## config.mk

```make
export PLATFORM = sky130hd
export DESIGN_NAME = dac_serial_ctrl
export DESIGN_NICKNAME = d
export VERILOG_FILES = /design/src/dac_ctrl_pkg.sv /design/src/chan_regs_if.sv /design/src/dac_channel.sv /design/src/dac_serial_ctrl.sv
export SDC_FILE = /design/constraint.sdc
export NUM_CORES = 1
export LEC_CHECK = 0
export BUFFER_PORTS_ARGS = -buffer_cell sky130_fd_sc_hd__buf_2
export CORE_MARGIN = 1
export CORE_UTILIZATION = 59
export DETAILED_ROUTE_END_ITERATION = 16
export PLACE_DENSITY_LB_ADDON = 0.15
export SLEW_MARGIN = 10
export SYNTH_ARGS = -nofsm -noshare
export SYNTH_HDL_FRONTEND = slang
export SYNTH_SLANG_ARGS = --single-unit
```

## constraint.sdc

```tcl
create_clock -name MCLK -period 2.2 [get_ports MCLK]
set_clock_uncertainty 0.15 [all_clocks]
set_input_delay 0 -clock MCLK [delete_from_list [all_inputs] [get_ports MCLK]]
set_output_delay 0 -clock MCLK [all_outputs]
set_load 0.01 [all_outputs]
```

## src/dac_ctrl_pkg.sv

```systemverilog
package dac_ctrl_pkg;
    localparam int WORD_BITS = 16;
    localparam int CODE_BITS = 12;
    localparam int CNT_BITS = 5;
    localparam logic [4:0] LAST_BIT = 5'h10;
    localparam int BIT_CHAN = 15;
    localparam int BIT_RANGE = 14;
    localparam int BIT_MODE_HI = 13;
    localparam int BIT_MODE_LO = 12;
    localparam logic [1:0] MODE_NORMAL = 2'h0;
    localparam logic [1:0] MODE_HIZ = 2'h3;
    localparam logic [CODE_BITS-1:0] CODE_RESET = 12'h000;
    localparam int CLK_MHZ = 100;
    // settling after power-down exit, 5 V figure, in nanoseconds
    localparam int WAKE_NS = 2500;
    localparam int WAKE_CYCLES = (WAKE_NS * CLK_MHZ) / 1000;
    localparam int WAKE_W = 12;
    typedef enum logic [1:0] {
        IDLE,
        SHIFT,
        DONE
    } frame_state_type;
    // per-channel register contents: range, mode, code
    typedef struct packed {
        logic range;
        logic [1:0] mode;
        logic [CODE_BITS-1:0] code;
    } chan_word_type;
    localparam chan_word_type CHAN_RESET = '{1'b0, MODE_NORMAL, CODE_RESET};
endpackage

```

## src/chan_regs_if.sv

```systemverilog
`timescale 1ns/100ps
interface chan_regs_if;
    import dac_ctrl_pkg::*;
    logic write_stb;
    chan_word_type write_word;
    logic load_outputs_n;
    chan_word_type dac_word;
    logic pending;
    modport ctrl (output write_stb, output write_word, output load_outputs_n,
        input dac_word, input pending);
    modport chan (input write_stb, input write_word, input load_outputs_n,
        output dac_word, output pending);
endinterface

```

## src/dac_channel.sv

```systemverilog
`timescale 1ns/100ps
module dac_channel
    import dac_ctrl_pkg::*;
(
    input wire logic clk,
    input wire logic rst_b,
    input wire logic clear_n,
    chan_regs_if.chan bus
);
    chan_word_type input_q;
    chan_word_type dac_q;
    logic pending_q;

    assign bus.dac_word = dac_q;
    assign bus.pending = pending_q;

    always_ff @(posedge clk or negedge rst_b) begin
        if (!rst_b) begin
            input_q <= CHAN_RESET;
        end else if (!clear_n) begin
            input_q <= CHAN_RESET;
        end else if (bus.write_stb) begin
            input_q <= bus.write_word;
        end
    end

    // a write in the same cycle as a transfer keeps pending set, so it is not lost
    always_ff @(posedge clk or negedge rst_b) begin
        if (!rst_b) begin
            pending_q <= 1'b0;
        end else if (!clear_n) begin
            pending_q <= 1'b0;
        end else if (bus.write_stb) begin
            pending_q <= 1'b1;
        end else if (!bus.load_outputs_n) begin
            pending_q <= 1'b0;
        end
    end

    always_ff @(posedge clk or negedge rst_b) begin
        if (!rst_b) begin
            dac_q <= CHAN_RESET;
        end else if (!clear_n) begin
            dac_q <= CHAN_RESET;
        end else if (!bus.load_outputs_n && pending_q) begin
            dac_q <= input_q;
        end
    end
endmodule

```

## src/dac_serial_ctrl.sv

```systemverilog
`timescale 1ns/100ps
// Notes on behaviour
// - sixteen-bit word, MSB first, control first
// - bit 15 picks channel A or B
// - bit 14 sets range, resets to zero
// - bits 13:12 select normal or power-down mode
// - low twelve bits are code, variants truncate
// - sample data on falling clock while frame low
// - ignore pulses after sixteenth until new frame
// - full word goes to selected input register
// - early frame end aborts, registers unchanged
// - load strobe low makes converter registers follow
// - load converter register only if input changed
// - clear forces all registers to zero at the next clock edge
// - power-down keeps all register contents
// - power-down pin forces both channels high impedance
// - outputs valid after settling delay on wake
// - input buffers gated off after full word
// - power-on leaves all registers zero, single range
module dac_serial_ctrl
    import dac_ctrl_pkg::*;
#(
    // code bits actually used: 12, 10 or 8
    parameter int RESOLUTION = 12
) (
    input wire logic MCLK,
    input wire logic RST_B,
    input wire logic FRAME_N,
    input wire logic SCLK,
    input wire logic SDIN,
    input wire logic LOAD_OUTPUTS_N,
    input wire logic ASYNC_CLEAR_N,
    input wire logic POWER_DOWN_PIN_N,
    output logic [CODE_BITS-1:0] CODE_A,
    output logic [CODE_BITS-1:0] CODE_B,
    output logic RANGE_A,
    output logic RANGE_B,
    output logic [1:0] MODE_A,
    output logic [1:0] MODE_B,
    output logic VALID_A,
    output logic VALID_B,
    output logic INPUT_BUF_EN,
    output logic WRITE_DONE
);
    // two-stage synchronisers; stage one is read only by stage two
    logic [4:0] sync1_q;
    logic [4:0] sync2_q;
    logic frame_prev_q;
    logic sclk_prev_q;
    logic clear_sync1_q;
    logic clear_sync2_q;

    // pins idle high, so the chain resets high and no false edge follows reset
    always_ff @(posedge MCLK or negedge RST_B) begin
        if (!RST_B) begin
            sync1_q <= 5'h1F;
        end else begin
            sync1_q <= {POWER_DOWN_PIN_N, LOAD_OUTPUTS_N, SDIN, SCLK, FRAME_N};
        end
    end

    always_ff @(posedge MCLK or negedge RST_B) begin
        if (!RST_B) begin
            sync2_q <= 5'h1F;
        end else begin
            sync2_q <= sync1_q;
        end
    end

    always_ff @(posedge MCLK or negedge RST_B) begin
        if (!RST_B) begin
            frame_prev_q <= 1'b1;
        end else begin
            frame_prev_q <= sync2_q[0];
        end
    end

    always_ff @(posedge MCLK or negedge RST_B) begin
        if (!RST_B) begin
            sclk_prev_q <= 1'b1;
        end else begin
            sclk_prev_q <= sync2_q[1];
        end
    end

    // clear is asynchronous in assert: it acts at once through the reset path
    // of a stretched flag, and its release is synchronised
    always_ff @(posedge MCLK or negedge ASYNC_CLEAR_N) begin
        if (!ASYNC_CLEAR_N) begin
            clear_sync1_q <= 1'b0;
        end else begin
            clear_sync1_q <= 1'b1;
        end
    end

    always_ff @(posedge MCLK or negedge ASYNC_CLEAR_N) begin
        if (!ASYNC_CLEAR_N) begin
            clear_sync2_q <= 1'b0;
        end else begin
            clear_sync2_q <= clear_sync1_q;
        end
    end

    logic frame_n;
    logic sclk_s;
    logic sdin_s;
    logic load_n;
    logic pd_pin_n;
    logic frame_fall;
    logic sclk_fall;
    assign frame_n = sync2_q[0];
    assign sclk_s = sync2_q[1];
    assign sdin_s = sync2_q[2];
    assign load_n = sync2_q[3];
    assign pd_pin_n = sync2_q[4];
    assign frame_fall = frame_prev_q && !frame_n;
    assign sclk_fall = sclk_prev_q && !sclk_s;

    frame_state_type state_q;
    logic [CNT_BITS-1:0] count_q;
    logic [WORD_BITS-1:0] shift_q;
    logic done_q;
    logic bit_take;
    logic last_take;
    logic buf_off_q;
    assign bit_take = state_q == SHIFT && !frame_n && sclk_fall;
    assign last_take = bit_take && count_q == LAST_BIT - 5'h01;

    always_ff @(posedge MCLK or negedge RST_B) begin
        if (!RST_B) begin
            state_q <= IDLE;
        end else begin
            unique case (state_q)
                IDLE: begin
                    if (frame_fall) begin
                        state_q <= SHIFT;
                    end
                end
                SHIFT: begin
                    if (frame_n) begin
                        state_q <= IDLE;
                    end else if (last_take) begin
                        state_q <= DONE;
                    end
                end
                DONE: begin
                    if (frame_n) begin
                        state_q <= IDLE;
                    end
                end
                default: begin
                    state_q <= IDLE;
                end
            endcase
        end
    end

    always_ff @(posedge MCLK or negedge RST_B) begin
        if (!RST_B) begin
            count_q <= '0;
        end else if (frame_fall) begin
            count_q <= '0;
        end else if (bit_take) begin
            count_q <= count_q + 5'h01;
        end
    end

    always_ff @(posedge MCLK or negedge RST_B) begin
        if (!RST_B) begin
            shift_q <= '0;
        end else if (frame_fall) begin
            shift_q <= '0;
        end else if (bit_take) begin
            shift_q <= {shift_q[WORD_BITS-2:0], sdin_s};
        end
    end

    always_ff @(posedge MCLK or negedge RST_B) begin
        if (!RST_B) begin
            done_q <= 1'b0;
        end else begin
            done_q <= last_take;
        end
    end

    // buffers stay off from the full word until the next frame opens, not
    // when the frame closes, so trailing pulses after the word cost nothing
    always_ff @(posedge MCLK or negedge RST_B) begin
        if (!RST_B) begin
            buf_off_q <= 1'b0;
        end else if (frame_fall) begin
            buf_off_q <= 1'b0;
        end else if (last_take) begin
            buf_off_q <= 1'b1;
        end
    end

    // word decode; dropped code bits read as zero for narrower variants
    chan_word_type word;
    logic [CODE_BITS-1:0] code_mask;
    assign code_mask = {CODE_BITS{1'b1}} << (CODE_BITS - RESOLUTION);
    always_comb begin
        word.range = shift_q[BIT_RANGE];
        word.mode = {shift_q[BIT_MODE_HI], shift_q[BIT_MODE_LO]};
        word.code = shift_q[CODE_BITS-1:0] & code_mask;
    end

    chan_regs_if if_a ();
    chan_regs_if if_b ();
    assign if_a.write_stb = done_q && !shift_q[BIT_CHAN];
    assign if_b.write_stb = done_q && shift_q[BIT_CHAN];
    assign if_a.write_word = word;
    assign if_b.write_word = word;
    assign if_a.load_outputs_n = load_n;
    assign if_b.load_outputs_n = load_n;

    // power-down never touches the register contents
    dac_channel u_chan_a (
        .clk(MCLK),
        .rst_b(RST_B),
        .clear_n(clear_sync2_q),
        .bus(if_a)
    );
    dac_channel u_chan_b (
        .clk(MCLK),
        .rst_b(RST_B),
        .clear_n(clear_sync2_q),
        .bus(if_b)
    );

    logic [1:0] eff_mode_a;
    logic [1:0] eff_mode_b;
    assign eff_mode_a = pd_pin_n ? if_a.dac_word.mode : MODE_HIZ;
    assign eff_mode_b = pd_pin_n ? if_b.dac_word.mode : MODE_HIZ;

    // wake counters: settling after leaving power-down
    logic [WAKE_W-1:0] wake_a_q;
    logic [WAKE_W-1:0] wake_b_q;
    localparam logic [WAKE_W-1:0] WAKE_LOAD = WAKE_W'(WAKE_CYCLES);

    always_ff @(posedge MCLK or negedge RST_B) begin
        if (!RST_B) begin
            wake_a_q <= '0;
        end else if (eff_mode_a != MODE_NORMAL) begin
            wake_a_q <= WAKE_LOAD;
        end else if (wake_a_q != '0) begin
            wake_a_q <= wake_a_q - WAKE_W'(1);
        end
    end

    always_ff @(posedge MCLK or negedge RST_B) begin
        if (!RST_B) begin
            wake_b_q <= '0;
        end else if (eff_mode_b != MODE_NORMAL) begin
            wake_b_q <= WAKE_LOAD;
        end else if (wake_b_q != '0) begin
            wake_b_q <= wake_b_q - WAKE_W'(1);
        end
    end

    always_ff @(posedge MCLK or negedge RST_B) begin
        if (!RST_B) begin
            CODE_A <= CODE_RESET;
            CODE_B <= CODE_RESET;
        end else begin
            CODE_A <= if_a.dac_word.code;
            CODE_B <= if_b.dac_word.code;
        end
    end

    always_ff @(posedge MCLK or negedge RST_B) begin
        if (!RST_B) begin
            RANGE_A <= 1'b0;
            RANGE_B <= 1'b0;
        end else begin
            RANGE_A <= if_a.dac_word.range;
            RANGE_B <= if_b.dac_word.range;
        end
    end

    always_ff @(posedge MCLK or negedge RST_B) begin
        if (!RST_B) begin
            MODE_A <= MODE_NORMAL;
            MODE_B <= MODE_NORMAL;
        end else begin
            MODE_A <= eff_mode_a;
            MODE_B <= eff_mode_b;
        end
    end

    always_ff @(posedge MCLK or negedge RST_B) begin
        if (!RST_B) begin
            VALID_A <= 1'b1;
            VALID_B <= 1'b1;
        end else begin
            VALID_A <= eff_mode_a == MODE_NORMAL && wake_a_q == '0;
            VALID_B <= eff_mode_b == MODE_NORMAL && wake_b_q == '0;
        end
    end

    always_ff @(posedge MCLK or negedge RST_B) begin
        if (!RST_B) begin
            INPUT_BUF_EN <= 1'b1;
        end else begin
            INPUT_BUF_EN <= !buf_off_q;
        end
    end

    always_ff @(posedge MCLK or negedge RST_B) begin
        if (!RST_B) begin
            WRITE_DONE <= 1'b0;
        end else begin
            WRITE_DONE <= done_q;
        end
    end
endmodule

```

---- Word level (Yosys, flattened, before mapping) ----
Cells that the tools add are included.
operators by class
  $add $sub $neg .......................... 3
  equal/unequal tests ..................... 12
  mux-type cells .......................... 30
  reduce and logical (&&, ||, !) cells .... 30
operators with widths
  kind                   count
  $mux 15                8
  $mux 12                4
  $mux 16                2
  $logic_not 12->1       2
  $reduce_bool 12->1     2
  $sub 12x1->12 const B  2
  $mux 2                 6
  $reduce_bool 2->1      6
  $logic_and 1x1->1      11
  $mux 5                 2
  $ne 2x1->1 const B     4
  $mux 1                 7
  $logic_not 2->1        3
  $ne 3x2->1 const B     2
  $pmux 2 s3             1
  $add 5x1->5 const B    1
  $eq 5x4->1 const B     1
  $logic_not 1->1        5
  $ne 2x2->1 const B     2
  $ne 3x3->1 const B     1
  $reduce_and 3->1       1
  $eq 2x1->1 const B     1
  $eq 2x2->1 const B     1
word-level totals
  bits in registers ....................... 159
  input port bits ......................... 8
  output and inout bits ................... 34
  logic and storage cells ................. 112

---- Depth between registers and ports, before layout ----
  depth in word-level cells ............... 7
  mapped depth ............................ 6
  gate-level depth less buffers ........... 6

---- Modules after synthesis ----
From an unflattened synthesis, not the netlist that was laid out.
unflattened totals
  cells, all modules ...................... 540
  area total of the unflattened synthesis .. 6,382.4 um2
modules (own cells, without submodules)
  module           times used  cells an instance  area each (um2)  seq. area each (um2)
  dac_serial_ctrl  1           304                3,607.2          2,446.1
  dac_channel      2           118                1,387.6          775.7

---- Worst setup path before layout ----
Ideal clock, no wire load.
  path type ............................... register to register
  from .................................... register wake_b_q[0]
  to ...................................... register wake_b_q[5]
  library setup time ...................... 0.136 ns
  arrival time ............................ 1.633 ns
  required time ........................... 1.914 ns
  setup slack ............................. 0.280 ns
  cell stages (with the launch flop) ...... 7
  path buffers ............................ 0
  clock period less this slack ............ 1.920 ns
  cells stage by stage .................... dfrtp_1 > inv_1 > ha_1 > nor4b_1 > nand3b_2 > a211oi_1 > a31oi_1
on the way
  word-level cells in the longest chain between the ends .. 3
  elaborated cells between the ends (all ways) .. 5
  classes of those cells .................. add/sub: 1; mux: 2; reduce/logical: 2
RTL lines
  item                    RTL line                RTL
  start, declared         dac_serial_ctrl.sv:238  logic [WAKE_W-1:0] wake_b_q;
  start signal, assigned  dac_serial_ctrl.sv:257  wake_b_q <= wake_b_q - WAKE_W'(1);
  $sub 12x1->12           dac_serial_ctrl.sv:257
  $mux 12                 dac_serial_ctrl.sv:256  end else if (wake_b_q != '0) begin
  $mux 12                 dac_serial_ctrl.sv:254  end else if (eff_mode_b != MODE_NORMAL) begin
Several ways; a longest one is shown, not always the timed one. The select of a mux whose other input is x is not followed.
A chain may end at the register's enable or synchronous reset.

---- Worst setup path after layout ----
  from .................................... register wake_b_q[6]
  to ...................................... register wake_b_q[5]
on the way
  word-level cells in the longest chain between the ends .. 2
RTL lines
  item                                RTL line
  $reduce_bool 12->1                  dac_serial_ctrl.sv:256
  $reduce_bool 2->1 (no source line)  n/a
No other way between the ends.

==> results by stage <==
Setup path:
- The worst reg-to-reg setup slack is 140 ps.
- The slowest stage of the critical path is the or4_1 cell.
- The maximum net fanout on the critical path is 10.
- The number of buffer and inverter stages on the critical path is 0.
- At the worst endpoint, the required time is 2440 ps.
- The end of the worst register-to-register path is wake_b_q[5].
- The critical path class is register to register.
- Traced cell by cell, the critical path runs through or4_1 > nand3b_2 > a211oi_1 > a31oi_1.
- In this design, the stage delay of the slowest critical-path cell is 620 ps.
- The worst register-to-register path begins at wake_b_q[6].
- Grouping stages by cell kind, the critical path spends the most delay in simple AND/OR/NAND/NOR gates.
- At the worst endpoint, the arrival time is 2310 ps.
- The capturing element type of the critical path is a register.
- For the worst flop-to-flop path, the logic depth is 4.
- The critical path startpoint category is a register.
- In this run the number of cells on the critical path is 4.

STA:
- The number of setup violations in the final report is 0.
- The post-route setup TNS is 0 ps.
- The worst pin sits at a relative slew slack of around a third.
- Timing would allow up to roughly 480 MHz.
- The final critical path time including I/O delays and setup is 2060 ps.
- The slew at the pin with the worst max-slew slack is around 970 ps.
- The max-slew violation total from the final report is 0.
- The number of hold violations in the final report is 0.
- Setup repair after global routing left no endpoint under its margin.
- The worst path uses 93.9% of the clock period.

Synth:
- The number of flip-flops and latches in the synthesized netlist is around 160.
- The largest total area in the synthesized netlist belongs to dfrtp_1.
- For this run, asynchronously set or reset flops after synthesis account for 100%.
- In this run, synthesis inferred 0 flip-flops with an integrated enable.
- The Yosys step of the flow raised 0 warnings.
- The post-synthesis net count is 537.
- The most common cell in the synthesized netlist is dfrtp_1.
- The commonest cells after synthesis are dfrtp_1, nand2_1, a21boi_0.
- Synthesis produced a netlist whose cell count is 523.
- The summed instance area of the synthesized netlist is 6080 um^2.
- Sequential cells were found to cover about two thirds of the synthesized design area.
- The area share of the largest cell type after synthesis is 59.3%.
- The distinct cell type count after synthesis is 43.
- The most instantiated flip-flop cell in the synthesis netlist is dfrtp_1.
- In the post-synthesis netlist, the biggest area contributors are dfrtp_1, nand2_1, a21boi_0.
- Each instance of the synthesized netlist takes up on average 11.6 um^2.

Run:
- The tool flagged a number of max-cap violations equal to 0.

Layout:
- The utilization after layout is 73.6%.
- The count of inserted antenna diode cells is 0.
- The layout net count is 600.
- The share of post-route cells with drive strength above 1 is 18.2%.
- Relative to the synthesized area, the layout overhead comes to 19.4%.

Clock tree:
- The H-tree depth is 4.
- The setup fix buffers added after clock tree synthesis is 0.
- No sink is reached through more buffers than the 2 on the longest clock path.
- For this design, the sink count on the clock tree is about 160.
- The insertion delay of the later-clocked pin in the worst-skew pair is 530 ps.
- The tree is rooted in a clkbuf_8.
- TritonCTS built the clock tree.
- The number of buffers created by CTS is 17.
- The clock-pin transition on the worst setup and hold timing paths is 60 ps.

Placed design:
- Routability-driven placement finished with a final weighted congestion of 0.793.
- The estimated wirelength of the detail-placed design is between 6 and 7 mm.
- The count of buffers from port buffering is 41.

Route:
- The overall via count from detail_route is 4041.
- Dividing the detail-routed via count by the number of cells gives between 5 and 6.
- After detailed routing, the number of remaining DRC violations is 0.
- The first detailed-routing pass took 4 iterations.
- The number of DRC violations after detailed-routing iteration 0 is 209.
- The wire length per cell after detailed routing is 15.4 um.
- The count of nets left with antenna violations once routing finished came out at 0.
- The post-detailed-routing wire length is 11.3 mm.

Die:
- The initial utilization of the core area, before any placement, comes to 61.6%.
- The y dimension of the die is 104 um.
- The floorplan step defined a die boundary enclosing between 10000 and 15000 um^2.
- The count of standard-cell rows is 36.
- The number of top-level pins is 42.
- The core region is 9860 um^2.
- The horizontal die dimension is roughly 100 um.

Global routing:
- The final global-route overflow total is 0.
- Global routing used 23.5% of the available tracks across all layers.
- The first global-routing pass estimated about 20 mm of wire.
- The largest net degree at the start of global routing is 63.
- The number of antenna violations at the first check in global routing was 0.
- The via count of the first global-routing pass is 4211.

Power:
- The internal portion of the total power is 5.08 mW.
- Combinational logic is responsible for 3.4% of the overall power.
- The analysis attributes to net switching a power of between 1 and 1.5 mW.
- The static leakage power is 3.25 nW.
- The worst-case IR drop observed on VDD is ~660 uV.
- Dividing total power by cell area gives a power density of approximately 870 nW/um^2.
- Sequential cells burn 47.4% of the power.
- Net switching is 19.9% of the power.
- The clock power share is 49.2%.

Run status:
- The flow ran to the end, and the final reports show no timing, DRC or antenna violations.

Worst hold path:
- In this run the worst hold path is classified as primary input to async pin.
-- through the flow --
| stage | worst slack [ps] | hold WS [ps] | std cells | cell area (um^2) | power [mW] |
|---|---|---|---|---|---|
| 6_report | 135 | 162 | 732 | 7260 | 6.34 |
| 3_5_place_dp | 144 | -364 | 686 | 6470 | 3.26 |
| 4_1_cts | 42.6 | 135 | 732 | 7250 | 6.40 |
| 5_1_grt | 10.2 | 188 | 732 | 7260 | 6.55 |
| 3_3_place_gp | 217 | -365 | 686 | 6470 | 3.24 |
| 2_1_floorplan | 280 | -446 | 523 | 6080 | 3.15 |
-- final cells by class --
cell class / count / area (um^2)
timing repair buffer: 64 / 444
tap: 133 / 166
inverter: 9 / 33.8
clock inverter: 9 / 180
sequential: 159 / 4000
fill: 692 / 2610
multi-input combinational: 335 / 1980
clock buffer: 23 / 457
-- metal layers --
metal  wire (um)  up-vias  GRT usage (%)  share of wire, %
met5           0        -              0                 0
met4         234        0           11.7               2.1
met3         317       22           4.85               2.8
met2        5930       69           40.6                53
met1        4810     2045           28.1                43
li1            -     1905              -                 -
-- power groups by stage --
stage / combinational, mW / sequential (mW) / clock, mW
global placement: 0.189 / 3.05 / 0
finish: 0.216 / 3.01 / 3.12
detailed placement: 0.199 / 3.06 / 0
global route: 0.245 / 3.01 / 3.29
CTS: 0.219 / 3.01 / 3.17
floorplan: 0.0937 / 3.05 / 0
-- worst register-to-register path, stage by stage, from the launching register on --
cell      delay [ps]
dfrtp_1          410
or4_1            620
nand3b_2         380
a211oi_1         300
a31oi_1           70
-- registers in the layout, indices dropped and copies added (netlist names), 2 cells and up --
| signal | count |
|---|---|
| u_chan_b.input_q | 15 |
| wake_b_q | 12 |
| u_chan_a.input_q | 15 |
| u_chan_a.bus.dac_word | 15 |
| count_q | 5 |
| state_q | 2 |
| sync1_q | 5 |
| shift_q | 16 |
| MODE_B | 2 |
| CODE_B | 12 |
| u_chan_b.bus.dac_word | 15 |
| CODE_A | 12 |
| wake_a_q | 12 |
| MODE_A | 2 |
| sync2_q | 5 |
-- worst max path at each step --
stage / from / end / slack [ps]
final: wake_b_q[6] / wake_b_q[5] / 140
after CTS: wake_a_q[0] / wake_a_q[10] / 40
after detailed placement: wake_b_q[1] / wake_b_q[10] / 140
after floorplan: wake_b_q[0] / wake_b_q[5] / 280
after global placement: wake_b_q[0] / wake_b_q[10] / 220
after global routing: wake_a_q[0] / wake_a_q[10] / 10
-- cell usage in the layout (no fill, tap or decap), types with 10 or more instances in the layout --
master and count:
nor2_1 20, nand2_1 130, a21boi_0 62, dfstp_2 15, a21oi_1 10, dlygate4sd3_1 14, dfrtp_1 144, buf_2 40
a22o_1 17, nand2b_1 11, clkbuf_16 16
-- cells by family after synthesis --
| logic type | count (synthesis) | synth area share, % |
|---|---|---|
| compound gates | 113 | 13.8 |
| xor+xnor | 9 | 1.30 |
| fa+ha+maj | 6 | 1.24 |
| other cells | 1 | 0.0617 |
| buf+inv | 29 | 1.81 |
| mux | 2 | 0.329 |
| flops | 159 | 65.8 |
| simple gates | 204 | 15.7 |
-- repair_timing --
item | 4_1_cts | 5_1_grt
endpoints found under the hold margin | 164 | 0
endpoints found under the setup margin | 0 | 3
gates resized for setup | 0 | 2
hold buffers | 14 | 0
(Power assumes the default switching activity.)
